File: src/logic/ptm_regs.svh
`ifndef PTM_REGS_SVH
`define PTM_REGS_SVH

// Register byte offsets on the APB port.
`define PTM_OFF_CTRL0     8'h00
`define PTM_OFF_CTRL1     8'h04
`define PTM_OFF_CNT_LO    8'h08
`define PTM_OFF_CNT_HI    8'h0c
`define PTM_OFF_CMPA_LO   8'h10
`define PTM_OFF_CMPA_HI   8'h14
`define PTM_OFF_CMPP_LO   8'h18
`define PTM_OFF_CMPP_HI   8'h1c
`define PTM_OFF_FLAGS     8'h20

// Control register zero fields.
`define PTM_C0_PAUSE      7
`define PTM_C0_CLK_MSB    6
`define PTM_C0_CLK_LSB    4
`define PTM_C0_ON         3

// Control register one fields.
`define PTM_C1_MODE_MSB   7
`define PTM_C1_MODE_LSB   6
`define PTM_C1_FUNC_MSB   5
`define PTM_C1_FUNC_LSB   4
`define PTM_C1_INIT       3
`define PTM_C1_INV        2
`define PTM_C1_CAPTS      1
`define PTM_C1_CCLR       0

// Flag register fields.
`define PTM_FL_A          0
`define PTM_FL_P          1

// Reset values.
`define PTM_RST_BYTE      8'h00
`define PTM_RST_CNT       10'h000

// Prescaler: system clock divides of 4, 16 and 64.
`define PTM_DIV4_MASK     6'h03
`define PTM_DIV16_MASK    6'h0f
`define PTM_DIV64_MASK    6'h3f

`endif

File: src/logic/ptm_pkg.sv
package ptm_pkg;

	// Operating mode field.
	typedef enum logic [1:0] {
		PTM_MODE_CMP   = 2'b00,
		PTM_MODE_CAP   = 2'b01,
		PTM_MODE_PWM   = 2'b10,
		PTM_MODE_TIMER = 2'b11
	} ptm_mode_t;

	// Counter clock source field.
	typedef enum logic [2:0] {
		PTM_CK_SYS4  = 3'b000,
		PTM_CK_SYS   = 3'b001,
		PTM_CK_H16   = 3'b010,
		PTM_CK_H64   = 3'b011,
		PTM_CK_SUB   = 3'b100,
		PTM_CK_NONE  = 3'b101,
		PTM_CK_PINR  = 3'b110,
		PTM_CK_PINF  = 3'b111
	} ptm_clk_t;

endpackage

File: src/logic/ptm_timer.sv
`timescale 1ns/1ps
`include "ptm_regs.svh"

module ptm_timer
(
	// Clock and reset.
	input  wire logic        i_ref_clk,
	input  wire logic        i_nrst,
	// APB slave.
	input  wire logic        i_psel,
	input  wire logic        i_penable,
	input  wire logic        i_pwrite,
	input  wire logic [7:0]  i_paddr,
	input  wire logic [31:0] i_pwdata,
	input  wire logic [3:0]  i_pstrb,
	output logic             o_pready,
	output logic [31:0]      o_prdata,
	output logic             o_pslverr,
	// Clock pins from outside the clock domain.
	input  wire logic        i_external_clock_pin,
	input  wire logic        i_sub_clk,
	// Timer output pins and status.
	output logic             o_timer_pin_zero,
	output logic             o_timer_pin_one,
	output logic             o_timer_pin_oe,
	output logic             o_match_a_flag,
	output logic             o_match_p_flag
);

	// ----------------------------------------------------------------
	// Declarations
	// ----------------------------------------------------------------
	logic [7:0]        ctrl0_ff;
	logic [7:0]        ctrl1_ff;
	logic [9:0]        cnt_ff;
	logic [9:0]        nxt_cnt;
	logic [9:0]        cmpa_ff;
	logic [9:0]        cmpp_ff;
	logic              flag_a_ff;
	logic              flag_p_ff;
	logic              on_prev_ff;
	logic              pin_ff;
	logic              nxt_pin;
	logic              pin_out_ff;
	logic              pin_oe_ff;
	logic [5:0]        pre_ff;
	logic              pready_ff;
	logic [31:0]       prdata_ff;
	logic              pslverr_ff;
	logic [1:0]        sy1_ff;
	logic [1:0]        sy2_ff;
	logic [1:0]        sy3_ff;
	logic [1:0]        lvl_ff;
	logic [1:0]        rise;
	logic [1:0]        fall;

	// ----------------------------------------------------------------
	// Field decode
	// ----------------------------------------------------------------
	wire               pause    = ctrl0_ff[`PTM_C0_PAUSE];
	wire               cnt_on   = ctrl0_ff[`PTM_C0_ON];
	wire [2:0]         clk_sel  = ctrl0_ff[`PTM_C0_CLK_MSB:`PTM_C0_CLK_LSB];
	wire [1:0]         mode     = ctrl1_ff[`PTM_C1_MODE_MSB:`PTM_C1_MODE_LSB];
	wire [1:0]         func     = ctrl1_ff[`PTM_C1_FUNC_MSB:`PTM_C1_FUNC_LSB];
	wire               init_lvl = ctrl1_ff[`PTM_C1_INIT];
	wire               invert   = ctrl1_ff[`PTM_C1_INV];
	wire               clr_sel  = ctrl1_ff[`PTM_C1_CCLR];

	wire               is_pwm   = (mode == ptm_pkg::PTM_MODE_PWM);
	wire               is_cmp   = (mode == ptm_pkg::PTM_MODE_CMP);
	wire               is_timer = (mode == ptm_pkg::PTM_MODE_TIMER);
	wire               on_rise  = cnt_on & ~on_prev_ff;

	// ----------------------------------------------------------------
	// Pin synchronisers
	// ----------------------------------------------------------------
	// Bit 0 is the external clock pin, bit 1 the sub clock. A change is
	// accepted only when stages two and three agree, which filters a
	// one-cycle glitch at the cost of one cycle of latency.
	wire [1:0]         pin_raw  = {i_sub_clk, i_external_clock_pin};

	genvar g;
	generate
		for (g = 0; g < 2; g++)
		begin : g_sync
			always_ff @(posedge i_ref_clk or negedge i_nrst)
			begin
				if (!i_nrst)
				begin
					sy1_ff[g] <= 1'b0;
					sy2_ff[g] <= 1'b0;
					sy3_ff[g] <= 1'b0;
					lvl_ff[g] <= 1'b0;
				end
				else
				begin
					sy1_ff[g] <= pin_raw[g];
					sy2_ff[g] <= sy1_ff[g];
					sy3_ff[g] <= sy2_ff[g];
					if (sy2_ff[g] == sy3_ff[g])
						lvl_ff[g] <= sy3_ff[g];
				end
			end
			assign rise[g] = (sy2_ff[g] == sy3_ff[g]) & sy3_ff[g] & ~lvl_ff[g];
			assign fall[g] = (sy2_ff[g] == sy3_ff[g]) & ~sy3_ff[g] & lvl_ff[g];
		end
	endgenerate

	// ----------------------------------------------------------------
	// Counter clock select
	// ----------------------------------------------------------------
	// The high-speed internal clock is taken as the system clock, so
	// the divide-by settings all come from one free-running prescaler.
	always_ff @(posedge i_ref_clk or negedge i_nrst)
	begin
		if (!i_nrst)
			pre_ff <= 6'h00;
		else
			pre_ff <= pre_ff + 6'h01;
	end

	logic              tick;
	always_comb
	begin
		unique case (ptm_pkg::ptm_clk_t'(clk_sel))
			ptm_pkg::PTM_CK_SYS4: tick = ((pre_ff & `PTM_DIV4_MASK) == 6'h00);
			ptm_pkg::PTM_CK_SYS:  tick = 1'b1;
			ptm_pkg::PTM_CK_H16:  tick = ((pre_ff & `PTM_DIV16_MASK) == 6'h00);
			ptm_pkg::PTM_CK_H64:  tick = ((pre_ff & `PTM_DIV64_MASK) == 6'h00);
			ptm_pkg::PTM_CK_SUB:  tick = rise[1];
			ptm_pkg::PTM_CK_NONE: tick = 1'b0; // Reserved code stops counting.
			ptm_pkg::PTM_CK_PINR: tick = rise[0];
			ptm_pkg::PTM_CK_PINF: tick = fall[0];
		endcase
	end

	// ----------------------------------------------------------------
	// Comparators
	// ----------------------------------------------------------------
	// Matches look at the value the counter is about to take, so a
	// compare P value of N gives a period of N counts, and zero wraps
	// at 1023 to give the full 1024 count overflow period.
	wire               run      = tick & cnt_on & ~pause & ~on_rise;
	wire [9:0]         cnt_inc  = cnt_ff + 10'h001;
	wire               hit_a    = run & (cnt_inc == cmpa_ff);
	wire               hit_p    = run & (cnt_inc == cmpp_ff);
	wire               clr_by_a = ~is_pwm & clr_sel;

	// Clearing source and flag enables per mode.
	wire               cnt_clr  = clr_by_a ? hit_a : hit_p;
	wire               set_a    = hit_a;
	wire               set_p    = hit_p & ~clr_by_a;

	// ----------------------------------------------------------------
	// Counter
	// ----------------------------------------------------------------
	always_comb
	begin
		nxt_cnt = cnt_ff;
		if (on_rise)
			nxt_cnt = `PTM_RST_CNT;
		else if (cnt_clr)
			nxt_cnt = `PTM_RST_CNT;
		else if (run)
			nxt_cnt = cnt_inc;
	end

	always_ff @(posedge i_ref_clk or negedge i_nrst)
	begin
		if (!i_nrst)
		begin
			cnt_ff     <= `PTM_RST_CNT;
			on_prev_ff <= 1'b0;
		end
		else
		begin
			cnt_ff     <= nxt_cnt;
			on_prev_ff <= cnt_on;
		end
	end

	// ----------------------------------------------------------------
	// Compare mode pin state
	// ----------------------------------------------------------------
	// After the start level is loaded, the pin only moves on an A match; P matches never reach it.
	always_comb
	begin
		nxt_pin = pin_ff;
		if (on_rise)
			nxt_pin = init_lvl;
		else if (set_a)
		begin
			unique case (func)
				2'b00: nxt_pin = pin_ff;
				2'b01: nxt_pin = 1'b0;
				2'b10: nxt_pin = 1'b1;
				2'b11: nxt_pin = ~pin_ff;
			endcase
		end
	end

	always_ff @(posedge i_ref_clk or negedge i_nrst)
	begin
		if (!i_nrst)
			pin_ff <= 1'b0;
		else
			pin_ff <= nxt_pin;
	end

	// ----------------------------------------------------------------
	// PWM waveform
	// ----------------------------------------------------------------
	// Active for the first compare A counts of each period. A duty at or
	// above the period keeps the comparison true for every count.
	wire [10:0]        period   = (cmpp_ff == 10'h000) ? 11'h400 : {1'b0, cmpp_ff};
	wire               duty_all = ({1'b0, cmpa_ff} >= period);
	wire               pwm_act  = duty_all | (cnt_ff < cmpa_ff);

	logic              pwm_lvl;
	always_comb
	begin
		unique case (func)
			2'b00: pwm_lvl = ~init_lvl;
			2'b01: pwm_lvl = init_lvl;
			2'b10: pwm_lvl = pwm_act ? init_lvl : ~init_lvl;
			2'b11: pwm_lvl = ~init_lvl; // Single pulse is not built here.
		endcase
	end

	// Output selection; timer and capture modes release the pin.
	wire               pin_val  = (is_pwm ? pwm_lvl : pin_ff) ^ invert;
	wire               pin_en   = (is_pwm | is_cmp) & ~is_timer;

	always_ff @(posedge i_ref_clk or negedge i_nrst)
	begin
		if (!i_nrst)
		begin
			pin_out_ff <= 1'b0;
			pin_oe_ff  <= 1'b0;
		end
		else
		begin
			pin_out_ff <= pin_val;
			pin_oe_ff  <= pin_en;
		end
	end

	// ----------------------------------------------------------------
	// APB decode
	// ----------------------------------------------------------------
	// One wait state: data is captured in the first access cycle so that
	// read data and ready come straight from flip-flops.
	wire               acc      = i_psel & i_penable;
	wire               take     = acc & pready_ff;
	wire               wr       = take & i_pwrite & i_pstrb[0];
	wire [7:0]         wd       = i_pwdata[7:0];

	wire               sel_c0   = (i_paddr == `PTM_OFF_CTRL0);
	wire               sel_c1   = (i_paddr == `PTM_OFF_CTRL1);
	wire               sel_dl   = (i_paddr == `PTM_OFF_CNT_LO);
	wire               sel_dh   = (i_paddr == `PTM_OFF_CNT_HI);
	wire               sel_al   = (i_paddr == `PTM_OFF_CMPA_LO);
	wire               sel_ah   = (i_paddr == `PTM_OFF_CMPA_HI);
	wire               sel_pl   = (i_paddr == `PTM_OFF_CMPP_LO);
	wire               sel_ph   = (i_paddr == `PTM_OFF_CMPP_HI);
	wire               sel_fl   = (i_paddr == `PTM_OFF_FLAGS);
	wire               mapped   = sel_c0 | sel_c1 | sel_dl | sel_dh | sel_al |
	                              sel_ah | sel_pl | sel_ph | sel_fl;

	// Read mux; high bytes carry only two live bits.
	wire [7:0]         rd_byte  =
		sel_c0 ? {ctrl0_ff[7:3], 3'b000} :
		sel_c1 ? ctrl1_ff :
		sel_dl ? cnt_ff[7:0] :
		sel_dh ? {6'h00, cnt_ff[9:8]} :
		sel_al ? cmpa_ff[7:0] :
		sel_ah ? {6'h00, cmpa_ff[9:8]} :
		sel_pl ? cmpp_ff[7:0] :
		sel_ph ? {6'h00, cmpp_ff[9:8]} :
		sel_fl ? {6'h00, flag_p_ff, flag_a_ff} :
		8'h00;

	always_ff @(posedge i_ref_clk or negedge i_nrst)
	begin
		if (!i_nrst)
		begin
			pready_ff  <= 1'b0;
			prdata_ff  <= 32'h00000000;
			pslverr_ff <= 1'b0;
		end
		else
		begin
			pready_ff  <= acc & ~pready_ff;
			prdata_ff  <= (acc & ~pready_ff & ~i_pwrite) ? {24'h000000, rd_byte} : 32'h00000000;
			pslverr_ff <= acc & ~pready_ff & ~mapped;
		end
	end

	// ----------------------------------------------------------------
	// Control and compare registers
	// ----------------------------------------------------------------
	// Software is expected to keep compare A nonzero in compare mode;
	// a zero there simply never matches until the counter wraps.
	always_ff @(posedge i_ref_clk or negedge i_nrst)
	begin
		if (!i_nrst)
		begin
			ctrl0_ff <= `PTM_RST_BYTE;
			ctrl1_ff <= `PTM_RST_BYTE;
			cmpa_ff  <= `PTM_RST_CNT;
			cmpp_ff  <= `PTM_RST_CNT;
		end
		else
		begin
			if (wr & sel_c0)
				ctrl0_ff <= {wd[7:3], 3'b000};
			if (wr & sel_c1)
				ctrl1_ff <= wd;
			if (wr & sel_al)
				cmpa_ff[7:0] <= wd;
			if (wr & sel_ah)
				cmpa_ff[9:8] <= wd[1:0];
			if (wr & sel_pl)
				cmpp_ff[7:0] <= wd;
			if (wr & sel_ph)
				cmpp_ff[9:8] <= wd[1:0];
		end
	end

	// ----------------------------------------------------------------
	// Match flags
	// ----------------------------------------------------------------
	// Write one to clear. A match in the same cycle as the clear wins so
	// that no event is lost.
	wire               clr_a    = wr & sel_fl & wd[`PTM_FL_A];
	wire               clr_p    = wr & sel_fl & wd[`PTM_FL_P];

	always_ff @(posedge i_ref_clk or negedge i_nrst)
	begin
		if (!i_nrst)
		begin
			flag_a_ff <= 1'b0;
			flag_p_ff <= 1'b0;
		end
		else
		begin
			flag_a_ff <= set_a | (flag_a_ff & ~clr_a);
			flag_p_ff <= set_p | (flag_p_ff & ~clr_p);
		end
	end

	// ----------------------------------------------------------------
	// Outputs
	// ----------------------------------------------------------------
	assign o_pready         = pready_ff;
	assign o_prdata         = prdata_ff;
	assign o_pslverr        = pslverr_ff;
	assign o_timer_pin_zero = pin_out_ff;
	assign o_timer_pin_one  = pin_out_ff;
	assign o_timer_pin_oe   = pin_oe_ff;
	assign o_match_a_flag   = flag_a_ff;
	assign o_match_p_flag   = flag_p_ff;

endmodule

File: config.mk
export PLATFORM = sky130hd
export DESIGN_NAME = ptm_timer
export DESIGN_NICKNAME = d
export VERILOG_FILES = /design/src/logic/ptm_pkg.sv /design/src/logic/ptm_timer.sv
export VERILOG_INCLUDE_DIRS = /design/src /design/src/logic
export SDC_FILE = /design/constraint.sdc
export NUM_CORES = 1
export LEC_CHECK = 0
export BUFFER_PORTS_ARGS = -buffer_cell sky130_fd_sc_hd__buf_4
export CORE_MARGIN = 5
export CORE_UTILIZATION = 59
export DETAILED_ROUTE_END_ITERATION = 10
export PLACE_DENSITY = 0.84
export SLEW_MARGIN = 20
export SYNTH_ARGS = -nofsm -noshare
export SYNTH_HDL_FRONTEND = slang
export SYNTH_SLANG_ARGS = --single-unit
File: constraint.sdc
create_clock -name i_ref_clk -period 4.8 [get_ports i_ref_clk]
set_input_delay 0.48 -clock i_ref_clk [delete_from_list [all_inputs] [get_ports i_ref_clk]]
set_output_delay 0.48 -clock i_ref_clk [all_outputs]
set_load 0.02 [all_outputs]
; ---- Word level (Yosys, flattened, before mapping)
; Cells that the tools add are included.
[word_totals]
reg_bits = 73
latchBits = 0
ramBits = 0
mem_bits_ro = 0
input_bits = 51
elab_cells = 150
mem_count = 0
[op_classes]
n_addsub = 2
multipliers = 0
div = 0
magnitude_cmp = 2
n_eq_ne = 25
n_shift = 0
mux = 22
bitwise_logic = 62
n_reduce_logical = 12
[op_table]
columns = cell, n
row1 = $mux 8, 8
row2 = $and 1x1->1, 33
row3 = $eq 8x5->1 const B, 4
row4 = $mux 10, 3
row5 = $eq 10x10->1, 2
row6 = $logic_not 6->1, 3
row7 = $eq 8x4->1 const B, 2
row8 = $not 1->1, 16
row9 = $eq 3x3->1 const B, 4
row10 = $or 1x1->1, 12
row11 = $ge 10x11->1, 1
row12 = $mux 11, 1
row13 = $add 10x1->10 const B, 1
row14 = $logic_not 10->1, 1
row15 = $lt 10x10->1, 1
row16 = $eq 2x2->1 const B, 4
row17 = $eq 8x3->1 const B, 1
row18 = $eq 8x6->1 const B, 1
row19 = $logic_not 8->1, 1
row20 = $pmux 1 s8, 1
row21 = $add 6x1->6 const B, 1
row22 = $eq 3x2->1 const B, 2
row23 = $pmux 1 s3, 2
row24 = $mux 1, 5
row25 = 12 further kinds, 15

; ---- Depth between registers and ports, before layout
[logic_depth]
ltp_word = 11
depth_mapped = 10
depth_no_buf = 9

; ---- Worst setup path before layout
; Ideal clock, no wire load.
[synth_timing]
path_kind = register to register
start = register cmpa_ff[6]
end = register pin_out_ff, in the netlist o_timer_pin_one
setup_ns = 0.123
arrival_time_ns = 2.408
required_ns = 4.677
slack_ns = 2.269
path_stages_with_launch = 11
period_less_slack_ns = 2.531
path_cell_list = dfrtp_1 > clkbuf_1 > inv_1 > ha_1 > o21ai_0 > o21ai_0 > a2111oi_0 > nor4_1 > a2111o_1 > and3_1 > xor2_1
[synth_between]
elab_chain_cells = 6
[synth_rtl]
columns = item, line
row1 = "start, declared", ptm_timer.sv:37  ; logic [9:0] cmpa_ff;
row2 = "start signal, assigned", ptm_timer.sv:310  ; cmpa_ff <= `PTM_RST_CNT;
row3 = "start signal, assigned", ptm_timer.sv:320  ; cmpa_ff[7:0] <= wd;
row4 = $ge 10x11->1 / $lt 10x10->1 (equally long branches), "ptm_timer.sv:216, ptm_timer.sv:217"
row5 = $or 1x1->1 (*), ptm_timer.sv:217  ; wire pwm_act = duty_all | (cnt_ff < cmpa_ff);
row6 = $mux 1 (*), ptm_timer.sv:225  ; 2'b10: pwm_lvl = pwm_act ? init_lvl : ~init_lvl;
row7 = $pmux 1 s3 (*), ptm_timer.sv:222  ; unique case (func)
row8 = $mux 1 (*), ptm_timer.sv:231  ; wire pin_val = (is_pwm ? pwm_lvl : pin_ff) ^ invert;
row9 = $xor 1x1->1 (*), ptm_timer.sv:231
row10 = named net pin_val, ptm_timer.sv:231
row11 = "end signal, assigned", ptm_timer.sv:243  ; pin_out_ff <= pin_val;
row12 = "end, declared", ptm_timer.sv:44  ; logic pin_out_ff;
; The timed path passes the listed nets; every way through them passes the cells marked *.
; A chain may end at the register's enable or synchronous reset.

; ---- Worst setup path in the final report
[layout_timing]
start = register cnt_ff[5]
end = register pin_out_ff, in the netlist o_timer_pin_one
[layout_between]
elab_chain_cells = 6
[layout_rtl]
columns = item, line
row1 = "start, declared", ptm_timer.sv:35  ; logic [9:0] cnt_ff;
row2 = "start signal, assigned", ptm_timer.sv:172  ; cnt_ff <= `PTM_RST_CNT;
row3 = "start signal, assigned", ptm_timer.sv:177  ; cnt_ff <= nxt_cnt;
row4 = $lt 10x10->1, ptm_timer.sv:217
row5 = $or 1x1->1, ptm_timer.sv:217
row6 = $mux 1, ptm_timer.sv:225
row7 = $pmux 1 s3, ptm_timer.sv:222
row8 = $mux 1, ptm_timer.sv:231
row9 = $xor 1x1->1, ptm_timer.sv:231
row10 = named net pin_val, ptm_timer.sv:231
; The timed path passes the listed nets, and every way through them passes these cells.

==> key figures <==
Synth
  – Most frequent cell after synthesis: dfrtp_1
  – Average size of a mapped cell: 9.87 um^2
  – Flops & latches, synth: 73
  – Mapped Cells: 475
  – Synth Warn #: 0
  – Top-area cell type share of the netlist area: 39.0%
  – Top cells by area, synth: dfrtp_1 39%, ha_1 8.0%, mux2_2 7.7%
  – Async SR Flop Fraction: 100%
  – Post-synth EDFFs: 0
  – Most frequent cells after synthesis: 73 x dfrtp_1, 37 x nand2_1, 34 x inv_1
  – Cell variety after synth: 66
  – Register area share after synthesis: 39.0%
  – Yosys top cell by area: dfrtp_1
  – Area of the mapped netlist: 4690 um^2
  – Post-synth top flop: dfrtp_1

Worst setup path
  – Crit-path slowest cell: dfrtp_1
  – CP required: 5.06 ns
  – Crit path largest cell delay: 0.69 ns
  – Reg2reg path depth: 8
  – RR Startpoint: cnt_ff[5]$_DFFE_PN0P_
  – R2r setup slk: 1.61 ns
  – Critical path fanouts, max: 15
  – CP Buf/Inv Count: 0
  – Setup Crit Path Kind: reg2reg
  – Worst Path Arrival: 3.45 ns
  – Critical path's top delay family: compound AO/OA/AOI/OAI gates
  – Critical Path Start Type: register
  – CP Capture Type: register
  – RR Endpoint: o_timer_pin_one$_DFF_PN0_
  – Critical Path, Cell by Cell: ha_1 > a211oi_1 > o21ai_0 > a2111oi_0 > nor4_1 > a2111o_1 > and3_1 > xor2_1

Floorplan
  – Die W: 99.2 um
  – # IOs: 90
  – Core area: 7730 um^2
  – Die Ht: 99.2 um
  – Initial Util: 60.7%
  – Die area: 9830 um^2
  – Row Count: 32

Drt
  – Vias post-DR: 3,710
  – Antenna viol nets, final: 0
  – DR DRC count: 0
  – Routed WL: 11.1 mm
  – Drt initial violations: 331
  – Detailed Routing Iterations Pass 1: 5
  – Drt wl/cell: 18.1 um
  – Via density: 6.03

Min path
  – Worst Hold Endpoint: sy1_ff[1]$_DFF_PN0_
  – Min-Delay Path Class: in2reg
  – Hold depth: 1
  – Hold_sp: i_sub_clk

Power
  – Register share of total power: 51.5%
  – Pleak: 2.43 nW
  – Comb pwr share: 5.9%
  – Peak VDD IR: 0.000174 V
  – Pwr/cell area: 236 nW/um^2
  – Int Power: 0.894 mW
  – Total power: 1.21 mW
  – Clk network pwr share: 42.6%
  – Sw frac: 26.3%
  – P_sw: 0.319 mW

Cells and area
  – Finished Layout Cells: 615
  – Diode count: 0
  – Area Growth Syn to Fin: 9.50%
  – Final net count: 589
  – Layout cells sized above 1: 19.7%

Global routing
  – First-pass GRT wire length: 18.3 mm
  – Initial antenna violation count: 0
  – Number of global-route vias before repair: 3,750
  – Gr ovfl total: 0
  – Pin count of the biggest net entering global routing: 74
  – GRT Total Usage: 23.4%

STA
  – Final worst-path cycle share: 66.5%
  – Setup TNS: 0 ns
  – F_max: 313 MHz
  – RSZ-0062 raised after global routing: false
  – Worst slew pin tran: 0.907 ns
  – Post-route minimum period: 3.19 ns
  – Final setup vio count: 0
  – Worst hold margin: 0.228 ns
  – Fin worst setup slack: 1.61 ns
  – Slew Viols, Final: 0
  – Slew headroom: 39.0%
  – Clock Skew: 0.0136 ns
  – Final Hold Fails: 0

Job
  – Max_cap viols: 0

Placed design
  – Total instance count after detailed placement: 599
  – Placed wire-length estimate: 8.23 mm
  – Final GP Congestion: 0.940
  – Port buffer count: 38
  – Setup WS pre-CTS: 1.67 ns

Clock network
  – Hold Buf Count CTS: 0
  – Clock Tree Buf Depth: 2
  – CTS sink cnt: 73
  – CTS Buf Count: 9
  – TritonCTS clock tree: yes
  – Worst skew pair latency: 0.36 ns
  – CTS clk-pin slew, worst paths: 0.09 ns
  – Post_cts resized: 0
  – CTS root buf: clkbuf_8
  – H-tree depth: 3
  – Post-CTS Setup Inserts: 0

Run status
  – Outcome: completed
-- cell usage in the layout, fill, tap and decap left out, types with 7 or more instances in the layout --
cell	instances
a21oi_1	17
a31oi_1	7
and3_1	8
buf_4	38
clkbuf_8	9
conb_1	24
dfrtp_1	73
ha_1	30
inv_1	34
mux2_2	32
nand2_1	37
nand2b_1	7
nand3_1	11
nor2_1	20
nor3_1	14
nor4_1	7
o21ai_0	18
xnor2_1	17
xor2_1	9
-- kinds of logic (layout without fill, tap and decap cells) --
| logic type | count (synthesis) | count (layout) | share of synthesized area (%) |
|---|---|---|---|
| simple gates | 138 | 138 | 16.1 |
| xor+xnor | 29 | 29 | 6.16 |
| flops | 73 | 73 | 39.0 |
| fa+ha+maj | 30 | 30 | 8.00 |
| other cells | 1 | 24 | 0.0800 |
| compound gates | 95 | 95 | 13.8 |
| buf+inv | 73 | 88 | 8.30 |
| mux | 36 | 36 | 8.54 |
-- layout make-up --
cell class                 count  area (um^2)
fill                         600         2590
multi-input combinational    352         2560
sequential                    73         1830
timing repair buffer          38          285
inverter                      34          128
tap                          102          128
clock buffer                   9          124
clock inverter                 7         83.8
-- per-stage QoR --
stage	instance area (um^2)	utilization (%)
floorplan	4780	-
global placement	4930	63.8
detailed placement	4930	63.8
CTS	5130	66.5
global route	5130	66.5
finish	5130	66.5
-- worst max path at each step --
stage / slack, ns / end / startpoint / cells past startpoint
2_1_floorplan: 2.27 / o_timer_pin_one$_DFF_PN0_ / cmpa_ff[6]$_DFFE_PN0P_ / 10
6_report: 1.61 / o_timer_pin_one$_DFF_PN0_ / cnt_ff[5]$_DFFE_PN0P_ / 8
5_1_grt: 1.56 / o_timer_pin_one$_DFF_PN0_ / cnt_ff[5]$_DFFE_PN0P_ / 8
3_5_place_dp: 1.67 / o_timer_pin_one$_DFF_PN0_ / cnt_ff[5]$_DFFE_PN0P_ / 8
4_1_cts: 1.65 / o_timer_pin_one$_DFF_PN0_ / cnt_ff[5]$_DFFE_PN0P_ / 8
3_3_place_gp: 1.79 / o_timer_pin_one$_DFF_PN0_ / cnt_ff[5]$_DFFE_PN0P_ / 8
-- power by group through the flow --
| stage | clock [mW] | sequential [mW] | combinational [mW] |
|---|---|---|---|
| 5_1_grt | 0.555 | 0.626 | 0.0788 |
| 3_3_place_gp | 0 | 0.637 | 0.0696 |
| 2_1_floorplan | 0 | 0.638 | 0.0471 |
| 6_report | 0.516 | 0.625 | 0.0713 |
| 3_5_place_dp | 0 | 0.637 | 0.0715 |
| 4_1_cts | 0.522 | 0.625 | 0.0716 |
-- registers in the layout, indices dropped and copies added, names as in the netlist, 2 cells and up --
register and flops:
cmpa_ff 10, ctrl1_ff 8, cmpp_ff 10, sy3_ff 2, sy2_ff 2, ctrl0_ff 5, pre_ff 6, cnt_ff 10
sy1_ff 2, lvl_ff 2, o_prdata 8
-- routing by layer --
metal / part of all wire (%) / GRT usage, % / vias to the layer above
met4: 3.3 / 9.77 / 0
met2: 47 / 37.8 / 160
met3: 7.2 / 5.75 / 33
li1: - / - / 1725
met1: 43 / 30.1 / 1792
met5: 0 / 0 / -
Power figures use the tool's default switching activity.
